## src/design/twbc_pkg.sv

```systemverilog
// package: register map, fields, rate table and mode codes of the bus control
package twbc_pkg;

    // ------------------------------------------------------------------
    // register byte offsets
    // ------------------------------------------------------------------
    localparam logic [7:0] TWBC_OFF_CTRL = 8'h00;
    localparam logic [7:0] TWBC_OFF_RATE = 8'h04;
    localparam logic [7:0] TWBC_OFF_STAT = 8'h08;
    localparam logic [7:0] TWBC_OFF_MASK = 8'h0C;
    localparam logic [7:0] TWBC_OFF_STATE = 8'h10;

    // ------------------------------------------------------------------
    // bus_control_reg fields
    // ------------------------------------------------------------------
    localparam int TWBC_ON_BIT = 7;
    localparam int TWBC_GATE_BIT = 6;
    localparam int TWBC_CS_BIT = 5;
    localparam int TWBC_DIR_BIT = 4;

    // ------------------------------------------------------------------
    // rate register fields
    // ------------------------------------------------------------------
    localparam int TWBC_RANGE_BIT = 3;
    localparam int TWBC_SEL_HI = 2;
    localparam int TWBC_SEL_LO = 0;

    // ------------------------------------------------------------------
    // event bits of status and mask
    // ------------------------------------------------------------------
    localparam int TWBC_EV_ARB = 0;
    localparam int TWBC_EV_ADDR = 1;
    localparam int TWBC_EV_DONE = 2;
    localparam int TWBC_EV_NUM = 3;

    // ------------------------------------------------------------------
    // state register fields
    // ------------------------------------------------------------------
    localparam int TWBC_ST_PEND_V = 0;
    localparam int TWBC_ST_PEND_DIR = 1;
    localparam int TWBC_ST_LOST = 2;
    localparam int TWBC_ST_SCL = 3;

    // ------------------------------------------------------------------
    // reset values
    // ------------------------------------------------------------------
    localparam logic [2:0] TWBC_SEL_RST = 3'h0;
    localparam logic TWBC_RANGE_RST = 1'b0;
    localparam logic [TWBC_EV_NUM-1:0] TWBC_MASK_RST = 3'h0;

    // ------------------------------------------------------------------
    // system clock divisors, indexed by rate select
    // ------------------------------------------------------------------
    localparam logic [8:0] TWBC_DIV_R0 [0:7] = '{
        9'h01C, 9'h028, 9'h030, 9'h040, 9'h050, 9'h064, 9'h070, 9'h080
    };
    localparam logic [8:0] TWBC_DIV_R1 [0:7] = '{
        9'h038, 9'h050, 9'h060, 9'h080, 9'h0A0, 9'h0C8, 9'h0E0, 9'h100
    };

    // ------------------------------------------------------------------
    // operating modes, {controller_select, direction_select}
    // ------------------------------------------------------------------
    typedef enum logic [1:0] {
        TWBC_SLV_RX = 2'h0,
        TWBC_SLV_TX = 2'h1,
        TWBC_MST_TX = 2'h3,
        TWBC_MST_RX = 2'h2
    } twbc_mode_e;

    localparam logic [1:0] TWBC_HTRANS_NONSEQ = 2'h2;

endpackage : twbc_pkg

```

## src/design/twbc_sub.sv

```systemverilog
// modules: two-flop synchroniser and master transfer clock divider
`timescale 1ns/100ps

module twbc_sync2 (
    input wire logic clk_i,
    input wire logic rst_n_i,
    input wire logic async_i,
    output logic sync_o
);
    typedef struct packed {
        logic meta;
        logic stable;
    } twbc_sync_s;

    twbc_sync_s q;
    twbc_sync_s d;

    always_comb begin
        d.meta = async_i;
        d.stable = q.meta;
    end

    always_ff @(posedge clk_i or negedge rst_n_i) begin
        if (!rst_n_i) begin
            q <= '{meta: 1'b1, stable: 1'b1};
        end else begin
            q <= d;
        end
    end

    assign sync_o = q.stable;
endmodule : twbc_sync2

module twbc_rate_div (
    input wire logic clk_i,
    input wire logic rst_n_i,
    input wire logic run_i,
    input wire logic range_i,
    input wire logic [2:0] sel_i,
    output logic scl_o,
    output logic period_o
);
    typedef struct packed {
        logic scl;
        logic [7:0] cnt;
        logic period;
    } twbc_div_s;

    twbc_div_s q;
    twbc_div_s d;
    logic [8:0] div;
    logic [7:0] half;

    always_comb begin
        div = range_i ? twbc_pkg::TWBC_DIV_R1[sel_i]
                      : twbc_pkg::TWBC_DIV_R0[sel_i];
        half = div[8:1];
        d = q;
        d.period = 1'b0;
        if (!run_i) begin
            d.cnt = 8'h00;
            d.scl = 1'b1;
        end else if (q.cnt == 8'(half - 8'h01)) begin
            d.cnt = 8'h00;
            d.scl = ~q.scl;
            d.period = ~q.scl;
        end else begin
            d.cnt = 8'(q.cnt + 8'h01);
        end
    end

    always_ff @(posedge clk_i or negedge rst_n_i) begin
        if (!rst_n_i) begin
            q <= '{scl: 1'b1, cnt: 8'h00, period: 1'b0};
        end else begin
            q <= d;
        end
    end

    assign scl_o = q.scl;
    assign period_o = q.period;
endmodule : twbc_rate_div

```

## src/design/twbc_top.sv

```systemverilog
// top: bus control register, rate select and mode control behind AHB-Lite
`timescale 1ns/100ps

module twbc_top (
    input wire logic MCLK_I,
    input wire logic NRST_I,
    input wire logic HSEL_I,
    input wire logic [31:0] HADDR_I,
    input wire logic [1:0] HTRANS_I,
    input wire logic HWRITE_I,
    input wire logic [2:0] HSIZE_I,
    input wire logic [31:0] HWDATA_I,
    input wire logic HREADY_I,
    output logic [31:0] HRDATA_O,
    output logic HREADYOUT_O,
    output logic HRESP_O,
    input wire logic BUS_FORMAT_I,
    input wire logic ARB_LOST_I,
    input wire logic ADDR_MATCH_I,
    input wire logic RW_BIT_I,
    input wire logic XFER_BUSY_I,
    input wire logic XFER_DONE_I,
    input wire logic SCL_I,
    output logic SCL_O,
    output logic SCL_OE_O,
    output logic SCL_PERIOD_O,
    output logic PINS_BUS_O,
    output logic ENGINE_INIT_O,
    output logic OWN_ADDR_ACCESS_O,
    output logic MODE_DATA_ACCESS_O,
    output logic [1:0] MODE_O,
    output logic IRQ_O
);
    localparam int EVN = twbc_pkg::TWBC_EV_NUM;

    typedef struct packed {
        logic on;
        logic gate;
        twbc_pkg::twbc_mode_e mode;
        logic range;
        logic [2:0] sel;
        logic [EVN-1:0] stat;
        logic [EVN-1:0] mask;
        logic pend_v;
        logic pend_dir;
        logic lost;
        logic read_zero;
        logic dph_wr;
        logic [7:0] dph_addr;
        logic [31:0] rdata;
    } twbc_top_s;

    twbc_top_s q;
    twbc_top_s d;

    logic take;
    logic wr_ctrl;
    logic cs_n;
    logic dir_n;
    logic [EVN-1:0] ev;
    logic [EVN-1:0] clr;
    logic hw_arb;
    logic hw_addr;
    logic div_run;
    logic scl_lvl;
    logic scl_sync;
    logic [7:0] addr;

    // ------------------------------------------------------------------
    // read mux
    // ------------------------------------------------------------------
    function automatic logic [31:0] twbc_read(input twbc_top_s s,
                                              input logic [7:0] a,
                                              input logic line);
        logic [31:0] r;
        r = 32'h0000_0000;
        unique case (a)
            twbc_pkg::TWBC_OFF_CTRL: begin
                r[twbc_pkg::TWBC_ON_BIT] = s.on;
                r[twbc_pkg::TWBC_GATE_BIT] = s.gate;
                r[twbc_pkg::TWBC_CS_BIT] = s.mode[1];
                r[twbc_pkg::TWBC_DIR_BIT] = s.mode[0];
            end
            twbc_pkg::TWBC_OFF_RATE: begin
                r[twbc_pkg::TWBC_RANGE_BIT] = s.range;
                r[twbc_pkg::TWBC_SEL_HI:twbc_pkg::TWBC_SEL_LO] = s.sel;
            end
            twbc_pkg::TWBC_OFF_STAT: begin
                r[EVN-1:0] = s.stat;
            end
            twbc_pkg::TWBC_OFF_MASK: begin
                r[EVN-1:0] = s.mask;
            end
            twbc_pkg::TWBC_OFF_STATE: begin
                r[twbc_pkg::TWBC_ST_PEND_V] = s.pend_v;
                r[twbc_pkg::TWBC_ST_PEND_DIR] = s.pend_dir;
                r[twbc_pkg::TWBC_ST_LOST] = s.lost;
                r[twbc_pkg::TWBC_ST_SCL] = line;
            end
            default: begin
                r = 32'h0000_0000;
            end
        endcase
        return r;
    endfunction : twbc_read

    // ------------------------------------------------------------------
    // next state
    // ------------------------------------------------------------------
    always_comb begin
        d = q;
        addr = HADDR_I[7:0];
        take = HSEL_I && HTRANS_I == twbc_pkg::TWBC_HTRANS_NONSEQ && HREADY_I;
        wr_ctrl = q.dph_wr && q.dph_addr == twbc_pkg::TWBC_OFF_CTRL;
        cs_n = q.mode[1];
        dir_n = q.mode[0];
        ev = '0;
        clr = '0;
        hw_arb = q.on && BUS_FORMAT_I && ARB_LOST_I && q.mode[1];
        hw_addr = q.on && BUS_FORMAT_I && ADDR_MATCH_I
            && q.mode == twbc_pkg::TWBC_SLV_RX;

        // address phase: latch write target, sample read data
        d.dph_wr = take && HWRITE_I;
        d.dph_addr = addr;
        if (take && !HWRITE_I) begin
            d.rdata = twbc_read(q, addr, scl_sync);
            if (addr == twbc_pkg::TWBC_OFF_CTRL && q.lost && !q.mode[1]) begin
                d.read_zero = 1'b1;
            end
        end

        // data phase writes
        if (wr_ctrl) begin
            d.on = HWDATA_I[twbc_pkg::TWBC_ON_BIT];
            d.gate = HWDATA_I[twbc_pkg::TWBC_GATE_BIT];
            if (!HWDATA_I[twbc_pkg::TWBC_CS_BIT]) begin
                cs_n = 1'b0;
            end else if (!q.lost || q.read_zero) begin
                cs_n = 1'b1;
                d.lost = 1'b0;
                d.read_zero = 1'b0;
            end
            if (XFER_BUSY_I) begin
                d.pend_v = 1'b1;
                d.pend_dir = HWDATA_I[twbc_pkg::TWBC_DIR_BIT];
            end else begin
                dir_n = HWDATA_I[twbc_pkg::TWBC_DIR_BIT];
                d.pend_v = 1'b0;
            end
        end
        if (q.dph_wr && q.dph_addr == twbc_pkg::TWBC_OFF_RATE) begin
            d.range = HWDATA_I[twbc_pkg::TWBC_RANGE_BIT];
            d.sel = HWDATA_I[twbc_pkg::TWBC_SEL_HI:twbc_pkg::TWBC_SEL_LO];
        end
        if (q.dph_wr && q.dph_addr == twbc_pkg::TWBC_OFF_MASK) begin
            d.mask = HWDATA_I[EVN-1:0];
        end
        if (q.dph_wr && q.dph_addr == twbc_pkg::TWBC_OFF_STAT) begin
            clr = HWDATA_I[EVN-1:0];
        end

        // deferred direction change at end of transfer
        if (q.pend_v && XFER_DONE_I) begin
            dir_n = q.pend_dir;
            d.pend_v = 1'b0;
        end
        if (q.on && XFER_DONE_I) begin
            ev[twbc_pkg::TWBC_EV_DONE] = 1'b1;
        end

        // slave addressed: R/W bit picks direction
        if (hw_addr) begin
            dir_n = RW_BIT_I;
            ev[twbc_pkg::TWBC_EV_ADDR] = 1'b1;
        end

        // arbitration lost: drop to slave receive
        if (hw_arb) begin
            cs_n = 1'b0;
            dir_n = 1'b0;
            d.pend_v = 1'b0;
            d.lost = 1'b1;
            d.read_zero = 1'b0;
            ev[twbc_pkg::TWBC_EV_ARB] = 1'b1;
        end

        // interface off: pending direction change cleared
        if (!q.on) begin
            d.pend_v = 1'b0;
        end

        d.mode = twbc_pkg::twbc_mode_e'({cs_n, dir_n});
        // set wins over write-one-to-clear
        d.stat = (q.stat & ~clr) | ev;
    end

    always_ff @(posedge MCLK_I or negedge NRST_I) begin
        if (!NRST_I) begin
            q <= '{
                on: 1'b0,
                gate: 1'b0,
                mode: twbc_pkg::TWBC_SLV_RX,
                range: twbc_pkg::TWBC_RANGE_RST,
                sel: twbc_pkg::TWBC_SEL_RST,
                stat: '0,
                mask: twbc_pkg::TWBC_MASK_RST,
                pend_v: 1'b0,
                pend_dir: 1'b0,
                lost: 1'b0,
                read_zero: 1'b0,
                dph_wr: 1'b0,
                dph_addr: 8'h00,
                rdata: 32'h0000_0000
            };
        end else begin
            q <= d;
        end
    end

    // ------------------------------------------------------------------
    // bus line and clock generation
    // ------------------------------------------------------------------
    assign div_run = q.on && q.mode[1];

    twbc_sync2 u_scl_sync (
        .clk_i(MCLK_I),
        .rst_n_i(NRST_I),
        .async_i(SCL_I),
        .sync_o(scl_sync)
    );

    twbc_rate_div u_rate_div (
        .clk_i(MCLK_I),
        .rst_n_i(NRST_I),
        .run_i(div_run),
        .range_i(q.range),
        .sel_i(q.sel),
        .scl_o(scl_lvl),
        .period_o(SCL_PERIOD_O)
    );

    // ------------------------------------------------------------------
    // outputs
    // ------------------------------------------------------------------
    assign SCL_O = 1'b0;
    assign SCL_OE_O = div_run && !scl_lvl;
    assign PINS_BUS_O = q.on;
    assign MODE_DATA_ACCESS_O = q.on;
    assign ENGINE_INIT_O = !q.on;
    assign OWN_ADDR_ACCESS_O = !q.on;
    assign MODE_O = q.mode;
    assign IRQ_O = q.gate && |(q.stat & q.mask);
    assign HRDATA_O = q.rdata;
    assign HREADYOUT_O = 1'b1;
    assign HRESP_O = 1'b0;
endmodule : twbc_top

```

## config.mk

```make
export PLATFORM = sky130hd
export DESIGN_NAME = twbc_top
export DESIGN_NICKNAME = d
export VERILOG_FILES = /design/src/design/twbc_pkg.sv /design/src/design/twbc_sub.sv /design/src/design/twbc_top.sv
export SDC_FILE = /design/constraint.sdc
export NUM_CORES = 1
export LEC_CHECK = 0
export BUFFER_PORTS_ARGS = -buffer_cell sky130_fd_sc_hd__buf_2
export CAP_MARGIN = 25
export CORE_MARGIN = 2
export CORE_UTILIZATION = 50
export CTS_CLUSTER_SIZE = 8
export DETAILED_ROUTE_END_ITERATION = 8
export PLACE_DENSITY = 0.95
export SLEW_MARGIN = 10
export SYNTH_ARGS = -nofsm -noshare
export SYNTH_HDL_FRONTEND = slang
export SYNTH_SLANG_ARGS = --single-unit
```

## constraint.sdc

```tcl
create_clock -name MCLK_I -period 3.6 [get_ports MCLK_I]
set_input_delay 0.18 -clock MCLK_I [delete_from_list [all_inputs] [get_ports MCLK_I]]
set_output_delay 0.18 -clock MCLK_I [all_outputs]
set_load 0.05 [all_outputs]
```

==> results of run 1 <==
logic make-up after synthesis:
group | after synthesis | synth area share [%]
AND/OR/NAND/NOR | 98 | 19.5
multiplexers | 11 | 4.49
XOR/XNOR | 17 | 5.50
adder cells (fa/ha/maj) | 7 | 3.24
AO/OA/AOI/OAI | 40 | 10.9
flip-flops | 47 | 43.6
other | 2 | 0.278
buffers and inverters | 51 | 12.5
sequential cells by signal, indices dropped and copies added, names as in the netlist:
signal,count
MODE_DATA_ACCESS_O,1
u_scl_sync.sync_o,1
u_rate_div.period_o,1
q,24
MODE_O,2
u_rate_div.q,8
u_rate_div.scl_o,1
HRDATA_O,8
u_scl_sync.d,1
layout make-up:
type                       count  area, µm²
sequential                    47       1180
timing repair buffer          54        320
clock inverter                 3       47.5
tap                           70       87.6
multi-input combinational    200       1280
fill                         396       2160
clock buffer                   5       68.8
inverter                       7       26.3
per-layer routing:
layer	vias to the layer above	part of all wire, %	global-route usage (%)
li1	974	-	-
met1	1002	40	23.2
met2	112	51	33.9
met3	10	7.3	4.65
met4	0	1.4	6.96
met5	-	0	0
cells in the final DEF (no fill, tap or decap), drive strengths merged, types with 4 or more instances in the layout:
cell         count
a21oi            6
a22o             8
and3             4
buf             47
clkbuf           5
conb            27
dfrtp           44
dlygate4sd3      7
ha               7
inv              8
mux2             9
nand2           23
nand2b           4
nand3           16
nor2            20
nor3             7
nor4             4
o21ai            6
xnor2            6
xor2            11
worst max-delay path by stage:
stage	slack (ns)	end	startpoint	depth (start not counted)
3_5_place_dp	0.88	u_rate_div.period_o	q[51]	11
2_1_floorplan	1.25	u_rate_div.q[3]	q[54]	12
4_1_cts	0.86	u_rate_div.period_o	q[51]	11
3_3_place_gp	1.06	u_rate_div.q[5]	q[51]	10
5_1_grt	0.52	u_rate_div.period_o	q[51]	11
6_report	0.86	u_rate_div.period_o	q[51]	11
stage by stage:
stage               hold WS [ns]  utilization, %  worst slack, ns  area [µm²]  power [W]
finish                   0.00820            58.2            0.861        3010    0.00121
global route             -0.0104            58.2            0.516        3010    0.00126
CTS                     0.000337            57.5            0.860        2970    0.00120
detailed placement         0.286            54.2            0.881        2810   0.000809
global placement           0.287            54.2             1.06        2810   0.000804
floorplan                 -0.116               -             1.25        2800   0.000785
power breakdown:
part	internal [W]	leakage [nW]	switching [W]	total [W]
combinational	0.0000702	0.821	0.000164	0.000234
clock	0.000210	0.0587	0.000183	0.000393
sequential	0.000549	0.583	0.0000290	0.000578
total	0.000829	1.46	0.000376	0.00121
repair_timing:
action,4_1_cts,5_1_grt
hold buffers,5,2
resized for setup,0,0
endpoints found under the hold margin,5,13
==> impl_metrics.tcl, run 1 <==
set metrics [dict create \
    status "complete, no violations" \
    min_period_ns 2.74 \
    path_class "flip-flop to flip-flop" \
    slew_violations 0 \
    grt_pass1_vias 2006 \
    ys_ff_latch 47 \
    die_area_um2 6010 \
    die_y_um 77.6 \
    endpoint_kind "flip-flop" \
    grt_max_degree 48 \
    clk_latency_ns 0.31 \
    initial_core_util_pct 52.3 \
    synth.cell_area_um2 2710 \
    firstDrtPassIters 5 \
    max-vdd-ir-drop_v 0.000326 \
    synth_top_area_share_pct 40.7 \
    slew_headroom_pct 62.4 \
    grt_pass1_wl_um 9290 \
    place_congestion 0.843 \
    ys_types 53 \
    dp_hpwl_um 3830 \
    slowest_delay_ns 0.53 \
    vias 2098 \
    area_growth_pct 11.3 \
    leakagePower_nw 1.46 \
    dp_cells 370 \
    worst_ep_required_time_ns 3.80 \
    async_flop_share_pct 100 \
    cts_setup_buffers 0 \
    drtIter0Drc 152 \
    synth-seq-area-share_pct 43.6 \
    antenna_found_initial 0 \
    yosys_warnings 0 \
    grt_use_total_pct 19.4 \
    critical_path_buf_inv_count 1 \
    tightest_slew_ns 0.564 \
    n_antenna_cell 0 \
    whs_path_depth 1 \
    setup.worst_path.start_class "flip-flop" \
    drive_above_1_share_pct 22.8 \
    ant_nets 0 \
    synth_common_cells "dfrtp_1 (44), buf_4 (39), nand2_1 (23)" \
    cp.arrival_ns 2.94 \
    grt_overflow 0 \
    yosysMostFrequentCell "dfrtp_1" \
    cts_tree "built" \
    yosys.area.top_type "dfrtp_1" \
    row_count 26 \
    hold_violations 0 \
    routedWlPerCell_um 14.4 \
    drc 0 \
    cts.sinks 47 \
    final_cell_count_no_fill 386 \
    syn_area_per_cell_um2 9.91 \
    period_share_pct 76.1 \
    rsz0062_at_grt "false" \
    synth_cells 273 \
    clock_skew_ns 0.00739 \
    fmaxAchievable_ghz 0.365 \
    drt-total-wl_um 5550 \
    fin_nets 403 \
    synth_edf_count 0 \
    die_x_um 77.6 \
    vias_per_cell 5.44 \
    slowest_stage "dfrtp_1" \
    rr_endpoint "u_rate_div.period_o" \
    io-pin-count 125 \
    synth_top_flop_cell "dfrtp_1" \
    tns_ns 0 \
    cp_common_cell "ha_1" \
    cap_violations 0 \
    numCtsBuffers 5 \
    ff2ff_path_depth 11 \
    hold_class "primary input to flip-flop" \
    cts.path.max_buffers 2 \
    hold_path_startpoint "HADDR_I[0]" \
    path_cells "inv_1 > ha_1 > a21oi_1 > nor2_1 > a31oi_1 > ha_1 > xor2_1 > nand2_1 > nor4_1 > nand3_1 > nor3_1" \
    core-area_um2 5170 \
    worstHoldEndpoint "q[32]" \
    crit_fanout 11 \
    h-tree-depth 2 \
    r2r_slack_ns 0.86 \
    finalSetupViolCount 0 \
    rr_startpoint "q[51]" \
    yosys-top-cells-area "dfrtp_1 (41%), buf_4 (11%), mux2_2 (3.7%)" \
    p_per_area_nw_per_um2 400 \
    port-buffer-count 46 \
    root_buffer "clkbuf_8" \
    clk_pin_slew_ns 0.09 \
    path_delay_family "simple AND/OR/NAND/NOR gates" \
]
Power figures use the tool's default switching activity.
==> run 2, diff against run 1 <==
- ABC_AREA: unset -> 1
- CORE_UTILIZATION: 50 -> 43
- PLACE_DENSITY: 0.95 -> 0.89
- clock period: 3.6 -> 2.2 ns (I/O delays scaled with it)
==> impl_metrics.tcl, run 2 <==
set metrics [dict create \
    n_antenna_cell 0 \
    grt_pass1_wl_um 10200 \
    async_flop_share_pct 100 \
    initial_core_util_pct 44.4 \
    root_buffer "clkbuf_8" \
    min_period_ns 2.10 \
    drt-total-wl_um 6180 \
    totalPowerFinal_w 0.00180 \
    ant_nets 0 \
    slew_violations 0 \
    power.net_switching_w 0.000561 \
    cts.sinks 47 \
    clk_latency_ns 0.30 \
    cap_violations 0 \
    hold_path_startpoint "HWDATA_I[7]" \
    intPower_w 0.00124 \
    synth_edf_count 0 \
    drive_above_1_share_pct 19.6 \
    row_count 29 \
    clock_skew_ns 0.00877 \
    core-area_um2 6350 \
    synth-seq-area-share_pct 41.9 \
    synth_top_flop_cell "dfrtp_1" \
    h-tree-depth 2 \
    hold_violations 0 \
    die_area_um2 7220 \
    r2r_slack_ns 0.10 \
    grt_use_total_pct 17.1 \
    setup.worst_path.start_class "flip-flop" \
    vias 2460 \
    numCtsBuffers 5 \
    ys_ff_latch 47 \
    swShare_pct 31.2 \
    rr_startpoint "q[51]" \
    fin_nets 505 \
    place_congestion 0.956 \
    path_class "flip-flop to flip-flop" \
    yosys-top-cells-area "dfrtp_1 (39%), nand2_1 (12%), buf_4 (10%)" \
    clk_pin_slew_ns 0.09 \
    fmaxAchievable_ghz 0.477 \
    finalSetupViolCount 0 \
    fillers 570 \
    crit_end "u_rate_div.q[7]" \
    tns_ns 0 \
    period_share_pct 95.4 \
    io-pin-count 125 \
    synth_top_area_share_pct 39.1 \
    final_cell_count_no_fill 495 \
    synth.cell_area_um2 2820 \
    die_y_um 85.0 \
    drtIter0Drc 188 \
    endpoint_kind "flip-flop" \
    ys_types 31 \
    p_per_area_nw_per_um2 562 \
    leakagePower_nw 1.70 \
    dp_hpwl_um 4800 \
    die_x_um 85.0 \
    hold_class "primary input to flip-flop" \
    synth_compound_area_share_pct 8.84 \
    syn_area_per_cell_um2 7.74 \
    synth_cells 364 \
    drc 0 \
    vias_per_cell 4.97 \
    synth_top_family_by_area "simple AND/OR/NAND/NOR gates" \
    synth_xor_area_share_pct 2.49 \
    slew_headroom_pct 55.2 \
    crit_fanout 7 \
    cp-startpoint "q[51]" \
    setup_slack_ns 0.102 \
    ff2ff_path_depth 15 \
    final_common_cell "nand2_1" \
    synth_fa_ha_area_share_pct 3.11 \
    final_cell_mix "nand2_1 (86), buf_2 (46), inv_1 (45)" \
    cp.arrival_ns 2.29 \
    grt_pass1_vias 2365 \
    synth-simple-area-share_pct 26.2 \
    grt_overflow 0 \
    place_ws_ns 0.0447 \
    antenna_found_initial 0 \
    dp_cells 477 \
    power_frac_comb_pct 19.2 \
    port-buffer-count 46 \
    grt_max_degree 28 \
    tightest_slew_ns 0.666 \
    top_register "q" \
    rr_endpoint "u_rate_div.q[7]" \
    status "complete, no violations" \
    yosysMostFrequentCell "nand2_1" \
    firstDrtPassIters 5 \
    yosys.area.top_type "dfrtp_1" \
    yosys_warnings 0 \
    routedWlPerCell_um 12.5 \
    synth_common_cells "nand2_1 (87), inv_1 (45), dfrtp_1 (44)" \
    largest_reg_flops 24 \
    cts_tree "built" \
    max-vdd-ir-drop_v 0.000488 \
    cts.path.max_buffers 2 \
    worst_ep_required_time_ns 2.39 \
    clockPowerShare_pct 29.7 \
    p_seq_share_pct 51.1 \
    area_growth_pct 13.5 \
    muxShareOfSynthArea_pct 0 \
]
==> run 2: cell count changes in the layout (fill, tap and decap cells not counted), moves of 5 or more <==
cell,before,now
nand2_1,23,86
inv_1,7,45
o21ai_0,6,26
nor2_1,20,32
mux2_2,9,0
a22o_1,8,0
nand3_1,16,24
buf_4,0,6
nor2_2,0,6
xor2_1,11,6
==> run 2: cells by family after synthesis <==
logic type               after synthesis
other                                  2
AND/OR/NAND/NOR                      171
adder cells (fa/ha/maj)                7
flip-flops                            47
buffers and inverters                 87
XOR/XNOR                               8
AO/OA/AOI/OAI                         42
==> run 2: cell type report <==
cell class,count,area [µm²],area share (%)
Clock buffer,7,86.3,2.70
Clock inverter,1,8.76,0.274
Inverter,46,175,5.48
Multi-Input combinational cell,255,1270,39.8
Sequential cell,47,1180,36.9
Tap cell,77,96.3,3.01
Timing Repair Buffer,62,375,11.7
==> run 2: how the worst min path moves through the flow <==
stage          cells after the start            endpoint  slack [ns]
5_1_grt                            3               q[57]        0.02
3_3_place_gp                       1               q[41]        0.07
2_1_floorplan                      0         HRDATA_O[0]       -0.19
6_report                           3  MODE_DATA_ACCESS_O        0.02
4_1_cts                            3               q[57]        0.02
3_5_place_dp                       1         HRDATA_O[6]        0.08
==> run 2: timing repair <==
| item | in CTS | in global routing |
|---|---|---|
| gates resized for setup | 0 | 9 |
| buffers inserted | 0 | 0 |
| endpoints found under the hold margin | 27 | 0 |
| endpoints found under the setup margin | 0 | 9 |
| hold buffers | 10 | 0 |
==> run 2: critical path, cell delays in order (launching register included) <==
cell and delay, ns:
dfrtp_1 0.38, inv_1 0.07, ha_2 0.19, nand2_2 0.08, nand3_1 0.09, o21ai_2 0.11, ha_2 0.24, nand3_4 0.09
nor2_2 0.12, nor2_1 0.05, nor2_1 0.09, nand2_1 0.07, nor2_2 0.17, nand2_2 0.10, nand2_4 0.10, nor2_1 0.05
==> run 2: stage by stage <==
step	hold WS, ns	utilization, %	cell area, µm²
detailed placement	0.0795	46.8	2970
finish	0.0166	50.3	3200
global placement	0.0742	46.8	2970
CTS	0.0208	49.9	3170
floorplan	-0.186	-	2910
global route	0.0185	50.3	3200
==> run 2: metal layers <==
layer	vias to the layer above	global-route usage (%)	part of all wire (%)
li1	1198	-	-
met1	1142	19.1	39
met2	102	32.2	54
met3	18	2.63	4.2
met4	0	6.93	2.7
met5	-	0	0
==> run 2: power groups by stage <==
stage                     Combinational, W  Sequential, W  Clock [W]
after global routing              0.000369       0.000922   0.000573
after floorplan                   0.000299       0.000926          0
after global placement            0.000318       0.000931          0
after detailed placement          0.000325       0.000933          0
final                             0.000344       0.000918   0.000534
after CTS                         0.000340       0.000917   0.000538
